### src/awr_pkg.sv
package awr_pkg;

    // register bus geometry
    localparam int ADDR_W = 12;
    localparam logic [1:0] RESP_OKAY = 2'h0;
    localparam logic [1:0] RESP_SLVERR = 2'h2;

    // register indices; byte address is four times the index
    localparam logic [7:0] IDX_CONV_MODE = 8'h93;
    localparam logic [7:0] IDX_CLK_DIV = 8'h94;
    localparam logic [7:0] IDX_FILTER_MODE = 8'h97;
    localparam logic [7:0] IDX_RESULT_LOW = 8'h98;
    localparam logic [7:0] IDX_RESULT_HIGH = 8'h99;
    localparam logic [7:0] IDX_HOLD_CTRL = 8'h9B;
    localparam logic [7:0] IDX_IRQ_STATUS = 8'h9C;
    localparam logic [7:0] IDX_IRQ_MASK = 8'h9D;

    localparam logic [ADDR_W-1:0] ADDR_CONV_MODE = {2'h0, IDX_CONV_MODE, 2'h0};
    localparam logic [ADDR_W-1:0] ADDR_CLK_DIV = {2'h0, IDX_CLK_DIV, 2'h0};
    localparam logic [ADDR_W-1:0] ADDR_FILTER_MODE = {2'h0, IDX_FILTER_MODE, 2'h0};
    localparam logic [ADDR_W-1:0] ADDR_RESULT_LOW = {2'h0, IDX_RESULT_LOW, 2'h0};
    localparam logic [ADDR_W-1:0] ADDR_RESULT_HIGH = {2'h0, IDX_RESULT_HIGH, 2'h0};
    localparam logic [ADDR_W-1:0] ADDR_HOLD_CTRL = {2'h0, IDX_HOLD_CTRL, 2'h0};
    localparam logic [ADDR_W-1:0] ADDR_IRQ_STATUS = {2'h0, IDX_IRQ_STATUS, 2'h0};
    localparam logic [ADDR_W-1:0] ADDR_IRQ_MASK = {2'h0, IDX_IRQ_MASK, 2'h0};

    // field positions
    localparam int MODE_ENABLE_BIT = 0;
    localparam int FM_READY_BIT = 0;
    localparam int FM_WRS_BIT = 2;
    localparam int HOLD_BIT = 0;
    localparam int STS_NEW_BIT = 0;
    localparam int STS_OVERRUN_BIT = 1;

    // reset values
    localparam logic [15:0] RESULT_RST = 16'h0000;
    localparam logic [7:0] CLK_DIV_RST = 8'h00;

    // converter clock and decimation
    localparam logic [8:0] OSC_SPAN = 9'h100;
    localparam logic [13:0] WORD_SAMPLES = 14'hFA0;
    localparam logic [7:0] SCALE_MUL = 8'h7D;
    localparam logic [2:0] SCALE_SHIFT = 3'h4;
    localparam logic [15:0] POS_FULL = 16'h7A12;
    localparam logic [15:0] NEG_FULL = 16'h85EE;

    typedef struct packed {
        logic signed [13:0] acc;
        logic [13:0] cnt;
        logic long_q;
        logic [15:0] word;
        logic valid;
    } awr_dec_state_t;

    typedef struct packed {
        logic awready;
        logic wready;
        logic bvalid;
        logic [1:0] bresp;
        logic aw_got;
        logic w_got;
        logic [ADDR_W-1:0] waddr;
        logic [7:0] wbyte;
        logic wlane;
        logic arready;
        logic rvalid;
        logic [31:0] rdata;
        logic [1:0] rresp;
        logic enable;
        logic [7:0] divider;
        logic wrs;
        logic hold;
        logic ready;
        logic [15:0] result;
        logic [1:0] sts;
        logic [1:0] msk;
        logic irq;
        logic [8:0] div_cnt;
        logic mod_clk;
        logic [2:0] sync;
        logic mod_bit;
    } awr_state_t;

    localparam awr_dec_state_t DEC_RST = '0;
    localparam awr_state_t STATE_RST = '0;

endpackage : awr_pkg

### src/awr_decimator.sv
`timescale 1ns/100ps
module awr_decimator #(
    parameter logic [13:0] SAMPLES = awr_pkg::WORD_SAMPLES
) (
    input wire logic aclk,
    input wire logic aresetn,
    input wire logic enable,
    input wire logic sample_tick,
    input wire logic sample_bit,
    input wire logic long_rate,
    output logic word_valid,
    output logic [15:0] word
);

    awr_pkg::awr_dec_state_t d_reg;
    awr_pkg::awr_dec_state_t d_next;
    logic signed [13:0] sum;
    logic [13:0] limit;
    logic signed [21:0] prod;
    logic signed [21:0] scaled;

    // boxcar accumulation over one word period, then scaling
    always_comb begin
        d_next = d_reg;
        d_next.valid = 1'b0;
        sum = d_reg.acc + (sample_bit ? 14'sh0001 : -14'sh0001);
        limit = d_reg.long_q ? {SAMPLES[12:0], 1'b0} : SAMPLES;
        prod = $signed({{8{sum[13]}}, sum}) * $signed({14'h0000, awr_pkg::SCALE_MUL});
        scaled = prod >>> (awr_pkg::SCALE_SHIFT + {2'h0, d_reg.long_q});
        if (!enable) begin
            d_next.acc = 14'sh0000;
            d_next.cnt = 14'h0000;
            d_next.long_q = long_rate;
        end else if (sample_tick) begin
            if (d_reg.cnt == limit - 14'h0001) begin
                d_next.valid = 1'b1;
                d_next.acc = 14'sh0000;
                d_next.cnt = 14'h0000;
                d_next.long_q = long_rate;
                if (scaled > $signed({6'h00, awr_pkg::POS_FULL})) begin
                    d_next.word = awr_pkg::POS_FULL;
                end else if (scaled < $signed({6'h3F, awr_pkg::NEG_FULL})) begin
                    d_next.word = awr_pkg::NEG_FULL;
                end else begin
                    d_next.word = scaled[15:0];
                end
            end else begin
                d_next.acc = sum;
                d_next.cnt = d_reg.cnt + 14'h0001;
            end
        end
    end

    // state register
    always_ff @(posedge aclk) begin
        if (!aresetn) begin
            d_reg <= awr_pkg::DEC_RST;
        end else begin
            d_reg <= d_next;
        end
    end

    assign word_valid = d_reg.valid;
    assign word = d_reg.word;

endmodule : awr_decimator

### src/awr_result_rate.sv
`timescale 1ns/100ps
module awr_result_rate (
    input wire logic aclk,
    input wire logic aresetn,
    input wire logic awvalid,
    output logic awready,
    input wire logic [awr_pkg::ADDR_W-1:0] awaddr,
    input wire logic wvalid,
    output logic wready,
    input wire logic [31:0] wdata,
    input wire logic [3:0] wstrb,
    output logic bvalid,
    input wire logic bready,
    output logic [1:0] bresp,
    input wire logic arvalid,
    output logic arready,
    input wire logic [awr_pkg::ADDR_W-1:0] araddr,
    output logic rvalid,
    input wire logic rready,
    output logic [31:0] rdata,
    output logic [1:0] rresp,
    input wire logic mod_bit_in,
    output logic mod_clk_out,
    output logic mod_enable_out,
    output logic irq
);

    awr_pkg::awr_state_t s_reg;
    awr_pkg::awr_state_t s_next;
    logic sample_tick;
    logic dec_valid;
    logic [15:0] dec_word;
    logic [8:0] half_period;
    logic [7:0] rd_val;
    logic rd_ok;
    logic wr_ok;

    // decimation filter fed by the synchronised modulator bit
    awr_decimator #(
        .SAMPLES(awr_pkg::WORD_SAMPLES)
    ) u_decimator (
        .aclk(aclk),
        .aresetn(aresetn),
        .enable(s_reg.enable),
        .sample_tick(sample_tick),
        .sample_bit(s_reg.mod_bit),
        .long_rate(s_reg.wrs),
        .word_valid(dec_valid),
        .word(dec_word)
    );

    // read data selection from the live read address input, not a captured copy
    always_comb begin
        rd_val = 8'h00;
        rd_ok = 1'b1;
        case (araddr)
            awr_pkg::ADDR_CONV_MODE: begin
                rd_val[awr_pkg::MODE_ENABLE_BIT] = s_reg.enable;
            end
            awr_pkg::ADDR_CLK_DIV: begin
                rd_val = s_reg.divider;
            end
            awr_pkg::ADDR_FILTER_MODE: begin
                rd_val[awr_pkg::FM_READY_BIT] = s_reg.ready;
                rd_val[awr_pkg::FM_WRS_BIT] = s_reg.wrs;
            end
            awr_pkg::ADDR_RESULT_LOW: begin
                rd_val = s_reg.result[7:0];
            end
            awr_pkg::ADDR_RESULT_HIGH: begin
                rd_val = s_reg.result[15:8];
            end
            awr_pkg::ADDR_HOLD_CTRL: begin
                rd_val[awr_pkg::HOLD_BIT] = s_reg.hold;
            end
            awr_pkg::ADDR_IRQ_STATUS: begin
                rd_val = {6'h00, s_reg.sts};
            end
            awr_pkg::ADDR_IRQ_MASK: begin
                rd_val = {6'h00, s_reg.msk};
            end
            default: begin
                rd_ok = 1'b0;
            end
        endcase
    end

    // write address decode of the held write address
    always_comb begin
        case (s_reg.waddr)
            awr_pkg::ADDR_CONV_MODE,
            awr_pkg::ADDR_CLK_DIV,
            awr_pkg::ADDR_FILTER_MODE,
            awr_pkg::ADDR_RESULT_LOW,
            awr_pkg::ADDR_RESULT_HIGH,
            awr_pkg::ADDR_HOLD_CTRL,
            awr_pkg::ADDR_IRQ_STATUS,
            awr_pkg::ADDR_IRQ_MASK: begin
                wr_ok = 1'b1;
            end
            default: begin
                wr_ok = 1'b0;
            end
        endcase
    end

    // whole next-state computation
    always_comb begin
        s_next = s_reg;
        sample_tick = 1'b0;
        half_period = awr_pkg::OSC_SPAN - {1'b0, s_reg.divider};

        // three-stage pin synchroniser, change taken when stages 2 and 3 agree
        s_next.sync = {s_reg.sync[1:0], mod_bit_in};
        if (s_reg.sync[1] == s_reg.sync[2]) begin
            s_next.mod_bit = s_reg.sync[2];
        end

        // converter clock runs only when enabled
        if (!s_reg.enable) begin
            s_next.div_cnt = 9'h000;
            s_next.mod_clk = 1'b0;
        // toggle every half period
        // compare with >= so a divider raised mid-count cannot skip the wrap point
        end else if (s_reg.div_cnt >= half_period - 9'h001) begin
            s_next.div_cnt = 9'h000;
            s_next.mod_clk = ~s_reg.mod_clk;
            sample_tick = ~s_reg.mod_clk; // one sample per rising edge
        end else begin
            s_next.div_cnt = s_reg.div_cnt + 9'h001;
        end

        // write address and data channels, taken in either order
        if (awvalid && s_reg.awready) begin
            s_next.aw_got = 1'b1;
            s_next.waddr = awaddr;
        end
        if (wvalid && s_reg.wready) begin
            s_next.w_got = 1'b1;
            s_next.wbyte = wdata[7:0];
            s_next.wlane = wstrb[0];
        end
        if (s_reg.bvalid && bready) begin
            s_next.bvalid = 1'b0;
        end

        // register write once both halves are held
        if (s_reg.aw_got && s_reg.w_got && !s_reg.bvalid) begin
            s_next.aw_got = 1'b0;
            s_next.w_got = 1'b0;
            s_next.bvalid = 1'b1;
            s_next.bresp = wr_ok ? awr_pkg::RESP_OKAY : awr_pkg::RESP_SLVERR;
            if (s_reg.wlane) begin
                case (s_reg.waddr)
                    awr_pkg::ADDR_CONV_MODE: begin
                        s_next.enable = s_reg.wbyte[awr_pkg::MODE_ENABLE_BIT];
                    end
                    awr_pkg::ADDR_CLK_DIV: begin
                        s_next.divider = s_reg.wbyte;
                    end
                    awr_pkg::ADDR_FILTER_MODE: begin
                        s_next.wrs = s_reg.wbyte[awr_pkg::FM_WRS_BIT];
                        if (!s_reg.wbyte[awr_pkg::FM_READY_BIT]) begin
                            s_next.ready = 1'b0;
                        end
                    end
                    awr_pkg::ADDR_HOLD_CTRL: begin
                        s_next.hold = s_reg.wbyte[awr_pkg::HOLD_BIT];
                    end
                    awr_pkg::ADDR_IRQ_STATUS: begin
                        s_next.sts = s_reg.sts & ~s_reg.wbyte[1:0]; // write one to clear
                    end
                    awr_pkg::ADDR_IRQ_MASK: begin
                        s_next.msk = s_reg.wbyte[1:0];
                    end
                    default: begin
                        s_next.result = s_reg.result;
                    end
                endcase
            end
        end

        // new word from the filter; applied after writes so a set wins
        if (dec_valid) begin
            if (!s_reg.hold) begin
                s_next.result = dec_word;
                if (s_next.ready) begin
                    s_next.sts[awr_pkg::STS_OVERRUN_BIT] = 1'b1;
                end
                s_next.ready = 1'b1;
                s_next.sts[awr_pkg::STS_NEW_BIT] = 1'b1;
            end
        end

        // read channel, answer one cycle after the address is taken
        if (s_reg.rvalid && rready) begin
            s_next.rvalid = 1'b0;
        end
        if (arvalid && s_reg.arready) begin
            s_next.rvalid = 1'b1;
            s_next.rdata = {24'h000000, rd_val};
            s_next.rresp = rd_ok ? awr_pkg::RESP_OKAY : awr_pkg::RESP_SLVERR;
        end

        // handshake readies follow the pending transfers
        s_next.awready = ~s_next.aw_got & ~s_next.bvalid;
        s_next.wready = ~s_next.w_got & ~s_next.bvalid;
        s_next.arready = ~s_next.rvalid;

        // level interrupt from unmasked sticky bits
        s_next.irq = |(s_next.sts & s_next.msk);
    end

    // state register, synchronous reset
    always_ff @(posedge aclk) begin
        if (!aresetn) begin
            s_reg <= awr_pkg::STATE_RST;
        end else begin
            s_reg <= s_next;
        end
    end

    // outputs straight from the state register
    assign awready = s_reg.awready;
    assign wready = s_reg.wready;
    assign bvalid = s_reg.bvalid;
    assign bresp = s_reg.bresp;
    assign arready = s_reg.arready;
    assign rvalid = s_reg.rvalid;
    assign rdata = s_reg.rdata;
    assign rresp = s_reg.rresp;
    assign mod_clk_out = s_reg.mod_clk;
    assign mod_enable_out = s_reg.enable;
    assign irq = s_reg.irq;

endmodule : awr_result_rate

### config.mk
export PLATFORM = sky130hd
export DESIGN_NAME = awr_result_rate
export DESIGN_NICKNAME = d
export VERILOG_FILES = /design/src/awr_pkg.sv /design/src/awr_decimator.sv /design/src/awr_result_rate.sv
export SDC_FILE = /design/constraint.sdc
export NUM_CORES = 1
export LEC_CHECK = 0
export ABC_AREA = 0
export BUFFER_PORTS_ARGS = -buffer_cell sky130_fd_sc_hd__buf_2
export CAP_MARGIN = 5
export CORE_MARGIN = 2
export CORE_UTILIZATION = 35
export DETAILED_ROUTE_END_ITERATION = 10
export HOLD_SLACK_MARGIN = 0.05
export PLACE_DENSITY_LB_ADDON = 0.25
export SLEW_MARGIN = 20
export SYNTH_ARGS = -nofsm -noshare
export SYNTH_HDL_FRONTEND = slang
export SYNTH_SLANG_ARGS = --single-unit
### constraint.sdc
create_clock -name aclk -period 10.5 [get_ports aclk]
set_input_delay 1.05 -clock aclk [delete_from_list [all_inputs] [get_ports aclk]]
set_output_delay 1.05 -clock aclk [all_outputs]
set_load 0.1 [all_outputs]
==> flow_metrics.py, run 1 <==
metrics = {
    "floorplanning": {
        "dieHeight_um": 168.1,
        "fp.dieArea_um2": 28250,
        "pin_count": 112,
        "core_um2": 26730,
        "die_x_um": 168.1,
        "rows": 60,
        "floorplan.initialDensity_pct": 35.26,
    },
    "sta": {
        "slew_violations": 0,
        "fmax_mhz": 119.4,
        "post-route-min-period_ps": 8377,
        "fin_skew_ps": 13.55,
        "hold_violations": 0,
        "fin_ws_ps": 2123,
        "fin_crit_sh_pct": 79.78,
        "tightestPinTransition_ps": 1044,
        "setup-tns-final_ps": 0,
        "whs_ps": 432.3,
        "finalSetupViolations": 0,
        "relSlewSlack_pct": 29.74,
        "rsz0062_at_grt": "no",
    },
    "drt": {
        "routedWlPerCell_um": 13.43,
        "antenna_left": 0,
        "detail_route.first_pass.iterations": 5,
        "routed_wl_mm": 20.95,
        "drc": 0,
        "via_per_inst": 4.945,
        "detailroute.via_count": 7714,
        "drt-initial-drc-count": 413,
    },
    "worst_setup_path": {
        "cp.arrival_ps": 8680,
        "critPathBufInv": 5,
        "cp_slowest_cell": "a2111oi_0",
        "cpPeakStageDelay_ps": 560,
        "worst_ep_required_time_ps": 10800,
        "critical_path_class": "reg2reg",
        "crit_path_start_kind": "register",
        "crit_family": "adder cells",
        "end_kind": "register",
        "cp_max_fo": 13,
    },
    "clock_tree": {
        "clk_path_buf_depth": 2,
        "postCtsSetupBuffers": 0,
        "cts_resized": 0,
        "postCtsHoldBufs": 0,
        "clk_latency_ps": 420,
        "numCtsBuffers": 17,
        "cts_root_buf": "clkbuf_16",
        "clkSinkCount": 131,
        "path_clk_slew_ps": 60,
        "cts_tree": "done",
        "htree_num_levels": 4,
    },
    "synth": {
        "synth_area_per_cell_um2": 8.054,
        "synthArstFlopShare_pct": 0,
        "ys_ff_latch": 131,
        "ys.flop_type": "dfxtp_1",
        "yosys_warnings": 0,
        "synth_cell_types": 73,
        "syn_inst": 1170,
        "syn_area_um2": 9423,
        "synth_edf_count": 0,
        "ys_seq_area_share_pct": 27.83,
    },
    "placed_design": {
        "dp_slack_ps": 2105,
        "gp_congestion": 0.7798,
        "numPlacedInstances": 1528,
        "dp_hpwl_mm": 16.23,
        "io_buffers": 58,
    },
    "final_layout": {
        "nets": 1383,
        "fin_cells": 1560,
        "mostFrequentLayoutCell": "nand2_1",
        "final_util_pct": 39.25,
        "largest_register_ffs": 65,
        "drive_gt1_share_pct": 10.09,
        "area_delta_synth_final_pct": 11.33,
        "antenna_cells": 0,
        "n_fill_cell": 2769,
        "final_cell_mix": "nand2_1 (144), dfxtp_1 (131), inv_1 (116)",
    },
    "pwr": {
        "p_leak_nw": 4.560,
        "ir_drop_uv": 132.0,
        "power.density_nw_per_um2": 139.6,
    },
    "hold_path": {
        "hold_class": "reg2reg",
    },
    "run": {
        "maxCapViolCount": 0,
    },
    "global_route": {
        "grt-ovfl-total": 0,
        "grt_max_degree": 38,
        "grt_pass1_wl_mm": 35.85,
        "antenna_found_initial": 0,
        "grt_pass1_vias": 7246,
        "track_usage_pct": 15.28,
    },
    "run_status": {
        "status": "finished clean",
    },
}
## synthesized netlist by cell type, drive strengths merged, types with 4 or more instances
cell	count	area, um^2
dfxtp	131	2623
clkbuf	35	131.4
a2111oi	5	43.79
fa	43	860.8
nor2b	7	43.79
mux2i	19	190.2
a22oi	5	37.54
or2	4	25.02
a222oi	5	50.05
nor2	110	415.4
a221oi	7	61.31
nor4	10	77.57
xor2	24	210.2
a21o	12	90.09
o211a	5	50.05
or3	6	37.54
o21ai	53	269.0
a21oi	98	498.0
nor3	21	105.1
a211o	6	52.55
a31oi	5	31.28
ha	66	825.8
nand2	144	540.5
a211oi	10	85.08
nand4	8	50.05
and2	13	83.84
nand3	40	200.2
inv	117	439.2
o211ai	8	65.06
o21a	8	60.06
nor4b	4	35.03
and3	13	87.59
nand2b	11	68.82
xnor2	40	365.4
buf	39	296.5
## metrics by stage
stage	total power, W	cell area [um^2]
2_1_floorplan	0.0008081	9517
6_report	0.001464	10490
3_5_place_dp	0.0008641	9872
3_3_place_gp	0.0008634	9872
5_1_grt	0.001541	10490
4_1_cts	0.001479	10490
## report_power, final
group	leakage, nW	internal (W)	switching (W)	total [W]
combinational	3.20	0.000116	0.000228	0.000344
clock	0.303	0.000383	0.000228	0.000610
sequential	1.06	0.000505	0.00000511	0.000510
## cell families (layout without fill, tap and decap cells)
logic type,after synthesis,after routing,share of synthesized area (%)
simple gates,399,399,19.47
compound gates,252,252,17.05
buf+inv,192,216,9.242
flops,131,131,27.83
fa+ha+maj,110,110,18.01
xor+xnor,64,64,6.108
mux,21,21,2.257
other cells,1,26,0.03980
## final cells by class
cell class,count,area [um^2],area share (%)
Multi-Input combinational cell,872,6032,57.50
Tap cell,341,426.7,4.067
Clock buffer,18,439.2,4.187
Inverter,118,442.9,4.222
Sequential cell,131,2623,25.00
Timing Repair Buffer,66,350.3,3.340
Clock inverter,14,176.4,1.682
## worst register-to-register path, stage by stage, from the launching register on
cell and delay [ps]:
dfxtp_1 430, inv_1 280, fa_1 490, a21oi_1 170
o21bai_1 110, a21oi_1 220, o21ai_0 170, a31oi_1 290
a21oi_1 120, xor2_1 510, inv_1 260, fa_1 550
fa_1 490, inv_1 60, fa_1 530, inv_1 60
fa_1 530, inv_1 40, ha_1 370, a21oi_1 210
o21ai_2 110, a221o_1 340, a211oi_2 330, o21ai_0 200
xnor2_2 550, nor2_2 200, a2111oi_0 560, o21ai_1 100
## worst paths after layout
path         startpoint             endpoint  slack, ps  cells after the start
min           s_next[2]            s_next[3]        430                      1
min reg2reg   s_next[2]            s_next[3]        430                      1
max            s_reg[0]  u_decimator.word[6]       2120                     27
max reg2reg    s_reg[0]  u_decimator.word[6]       2120                     27
## per-layer routing
metal  part of all wire [%]  up-vias  track usage, %
met5                      0        -               0
met4                   0.98        0           4.348
met3                    2.2       14           2.233
met2                     45      108           24.16
met1                     52     3597           21.71
li1                       -     3995               -
(Power assumes the default switching activity.)
==> run 2, diff against run 1 <==
clock period = 8.33 ns   (was 10.5 ns; I/O delays follow)
==> flow_metrics.py, run 2 (synthesized netlist as in run 1, its figures left out) <==
metrics = {
    "final_layout": {
        "drive_gt1_share_pct": 10.68,
        "antenna_cells": 0,
        "final_cell_mix": "nand2_1 (144), dfxtp_1 (131), inv_1 (116)",
        "mostFrequentLayoutCell": "nand2_1",
        "largest_register_ffs": 65,
        "area_delta_synth_final_pct": 11.34,
        "nets": 1391,
        "n_fill_cell": 2780,
    },
    "placed_design": {
        "io_buffers": 58,
        "dp_slack_ps": 415.4,
        "gp_congestion": 0.8278,
        "dp_hpwl_mm": 16.72,
    },
    "run_status": {
        "status": "finished clean",
    },
    "drt": {
        "routed_wl_mm": 21.51,
        "drc": 0,
        "drt-initial-drc-count": 441,
        "routedWlPerCell_um": 13.72,
        "antenna_left": 0,
        "detail_route.first_pass.iterations": 5,
        "detailroute.via_count": 7818,
        "via_per_inst": 4.986,
    },
    "floorplanning": {
        "pin_count": 112,
        "fp.dieArea_um2": 28250,
        "core_um2": 26730,
        "dieHeight_um": 168.1,
        "die_x_um": 168.1,
        "floorplan.initialDensity_pct": 35.26,
        "rows": 60,
    },
    "pwr": {
        "p_leak_nw": 4.554,
        "ir_drop_uv": 123.3,
        "power.density_nw_per_um2": 170.3,
        "total_power_w": 0.001786,
    },
    "worst_setup_path": {
        "cp.arrival_ps": 7990,
        "critical_path_class": "reg2reg",
        "worst_ep_required_time_ps": 8630,
        "ff2ff_setup_slack_ps": 640,
        "worstReg2RegStart": "s_reg[0]",
        "end_kind": "register",
        "worst_r2r_path_depth": 27,
        "crit_path_start_kind": "register",
        "cp_max_fo": 13,
        "r2r_end": "u_decimator.word[0]",
    },
    "global_route": {
        "grt_pass1_wl_mm": 36.07,
        "grt_pass1_vias": 7379,
        "grt-ovfl-total": 0,
        "antenna_found_initial": 0,
        "track_usage_pct": 15.49,
        "grt_max_degree": 38,
    },
    "sta": {
        "setup-tns-final_ps": 0,
        "post-route-min-period_ps": 7688,
        "fmax_mhz": 130.1,
        "hold_violations": 0,
        "finalSetupViolations": 0,
        "fin_crit_sh_pct": 92.29,
        "rsz0062_at_grt": "no",
        "relSlewSlack_pct": 34.09,
        "slew_violations": 0,
        "fin_ws_ps": 642.0,
        "tightestPinTransition_ps": 979.6,
        "fin_skew_ps": 10.50,
    },
    "clock_tree": {
        "postCtsSetupBuffers": 0,
        "clkSinkCount": 131,
        "cts_tree": "done",
        "cts_root_buf": "clkbuf_16",
        "clk_path_buf_depth": 2,
        "htree_num_levels": 4,
        "path_clk_slew_ps": 70,
        "numCtsBuffers": 17,
        "clk_latency_ps": 420,
    },
    "hold_path": {
        "hold_depth": 2,
        "hold_class": "reg2reg",
        "worstHoldStart": "u_decimator.word[14]",
        "hold-path-endpoint": "s_reg[33]",
    },
    "run": {
        "maxCapViolCount": 0,
    },
}
[run 2: area by class of cell]
type | instances | area, um^2 | area share [%]
multi-input combinational | 872 | 6040 | 57.57
sequential | 131 | 2623 | 25.00
inverter | 118 | 442.9 | 4.222
clock buffer | 18 | 429.2 | 4.091
tap | 341 | 426.7 | 4.067
timing repair buffer | 74 | 410.4 | 3.912
clock inverter | 14 | 120.1 | 1.145
[run 2: worst max path at each step]
stage          slack [ps]                    to      from  depth (start not counted)
6_report              640   u_decimator.word[0]  s_reg[0]                         27
5_1_grt                80  u_decimator.word[10]  s_reg[0]                         27
4_1_cts               360   u_decimator.word[8]  s_reg[0]                         28
3_5_place_dp          420   u_decimator.word[8]  s_reg[0]                         28
3_3_place_gp          450   u_decimator.word[8]  s_reg[0]                         28
2_1_floorplan        1300   u_decimator.word[0]  s_reg[0]                         27
[run 2: critical path: stages (launching register included)]
cell	delay [ps]
dfxtp_1	420
inv_1	280
fa_1	500
a21oi_1	170
o21bai_1	100
a21oi_1	190
o21ai_0	180
a31oi_1	250
nor2b_1	240
xnor2_2	220
inv_1	160
fa_1	470
fa_1	490
inv_1	50
fa_1	530
inv_1	60
fa_1	520
inv_1	40
ha_1	360
and3_4	220
and3_1	170
a211o_1	360
a311o_1	390
and2_4	160
a2111o_1	400
o31a_1	310
mux2i_1	220
o31ai_1	100
[run 2: metrics by stage]
stage | hold WS [ps] | utilization, % | instances | instance area, um^2
after floorplan | 411.9 | - | 1195 | 9517
after global placement | 437.8 | 37.16 | 1536 | 9932
after detailed placement | 443.9 | 37.16 | 1536 | 9932
after CTS | 445.4 | 39.22 | 1568 | 10480
after global routing | 474.2 | 39.26 | 1568 | 10490
final | 449.1 | 39.26 | 1568 | 10490
[run 2: layer usage]
metal | vias up | routed length (um) | track usage, %
li1 | 4009 | - | -
met1 | 3663 | 10790 | 21.47
met2 | 125 | 9792 | 25.15
met3 | 21 | 639 | 2.374
met4 | 0 | 282 | 4.310
met5 | - | 0 | 0
[run 2: power breakdown]
group,internal (W),switching (W),total (W)
Combinational,0.000154,0.000296,0.000450
Clock,0.000388,0.000305,0.000694
Sequential,0.000636,0.00000644,0.000642
[run 2: what timing repair did]
| action | in CTS | in global routing |
|---|---|---|
| gates resized for setup | 0 | 1 |
| setup endpoints to repair | 0 | 12 |
| hold buffers | 0 | 0 |
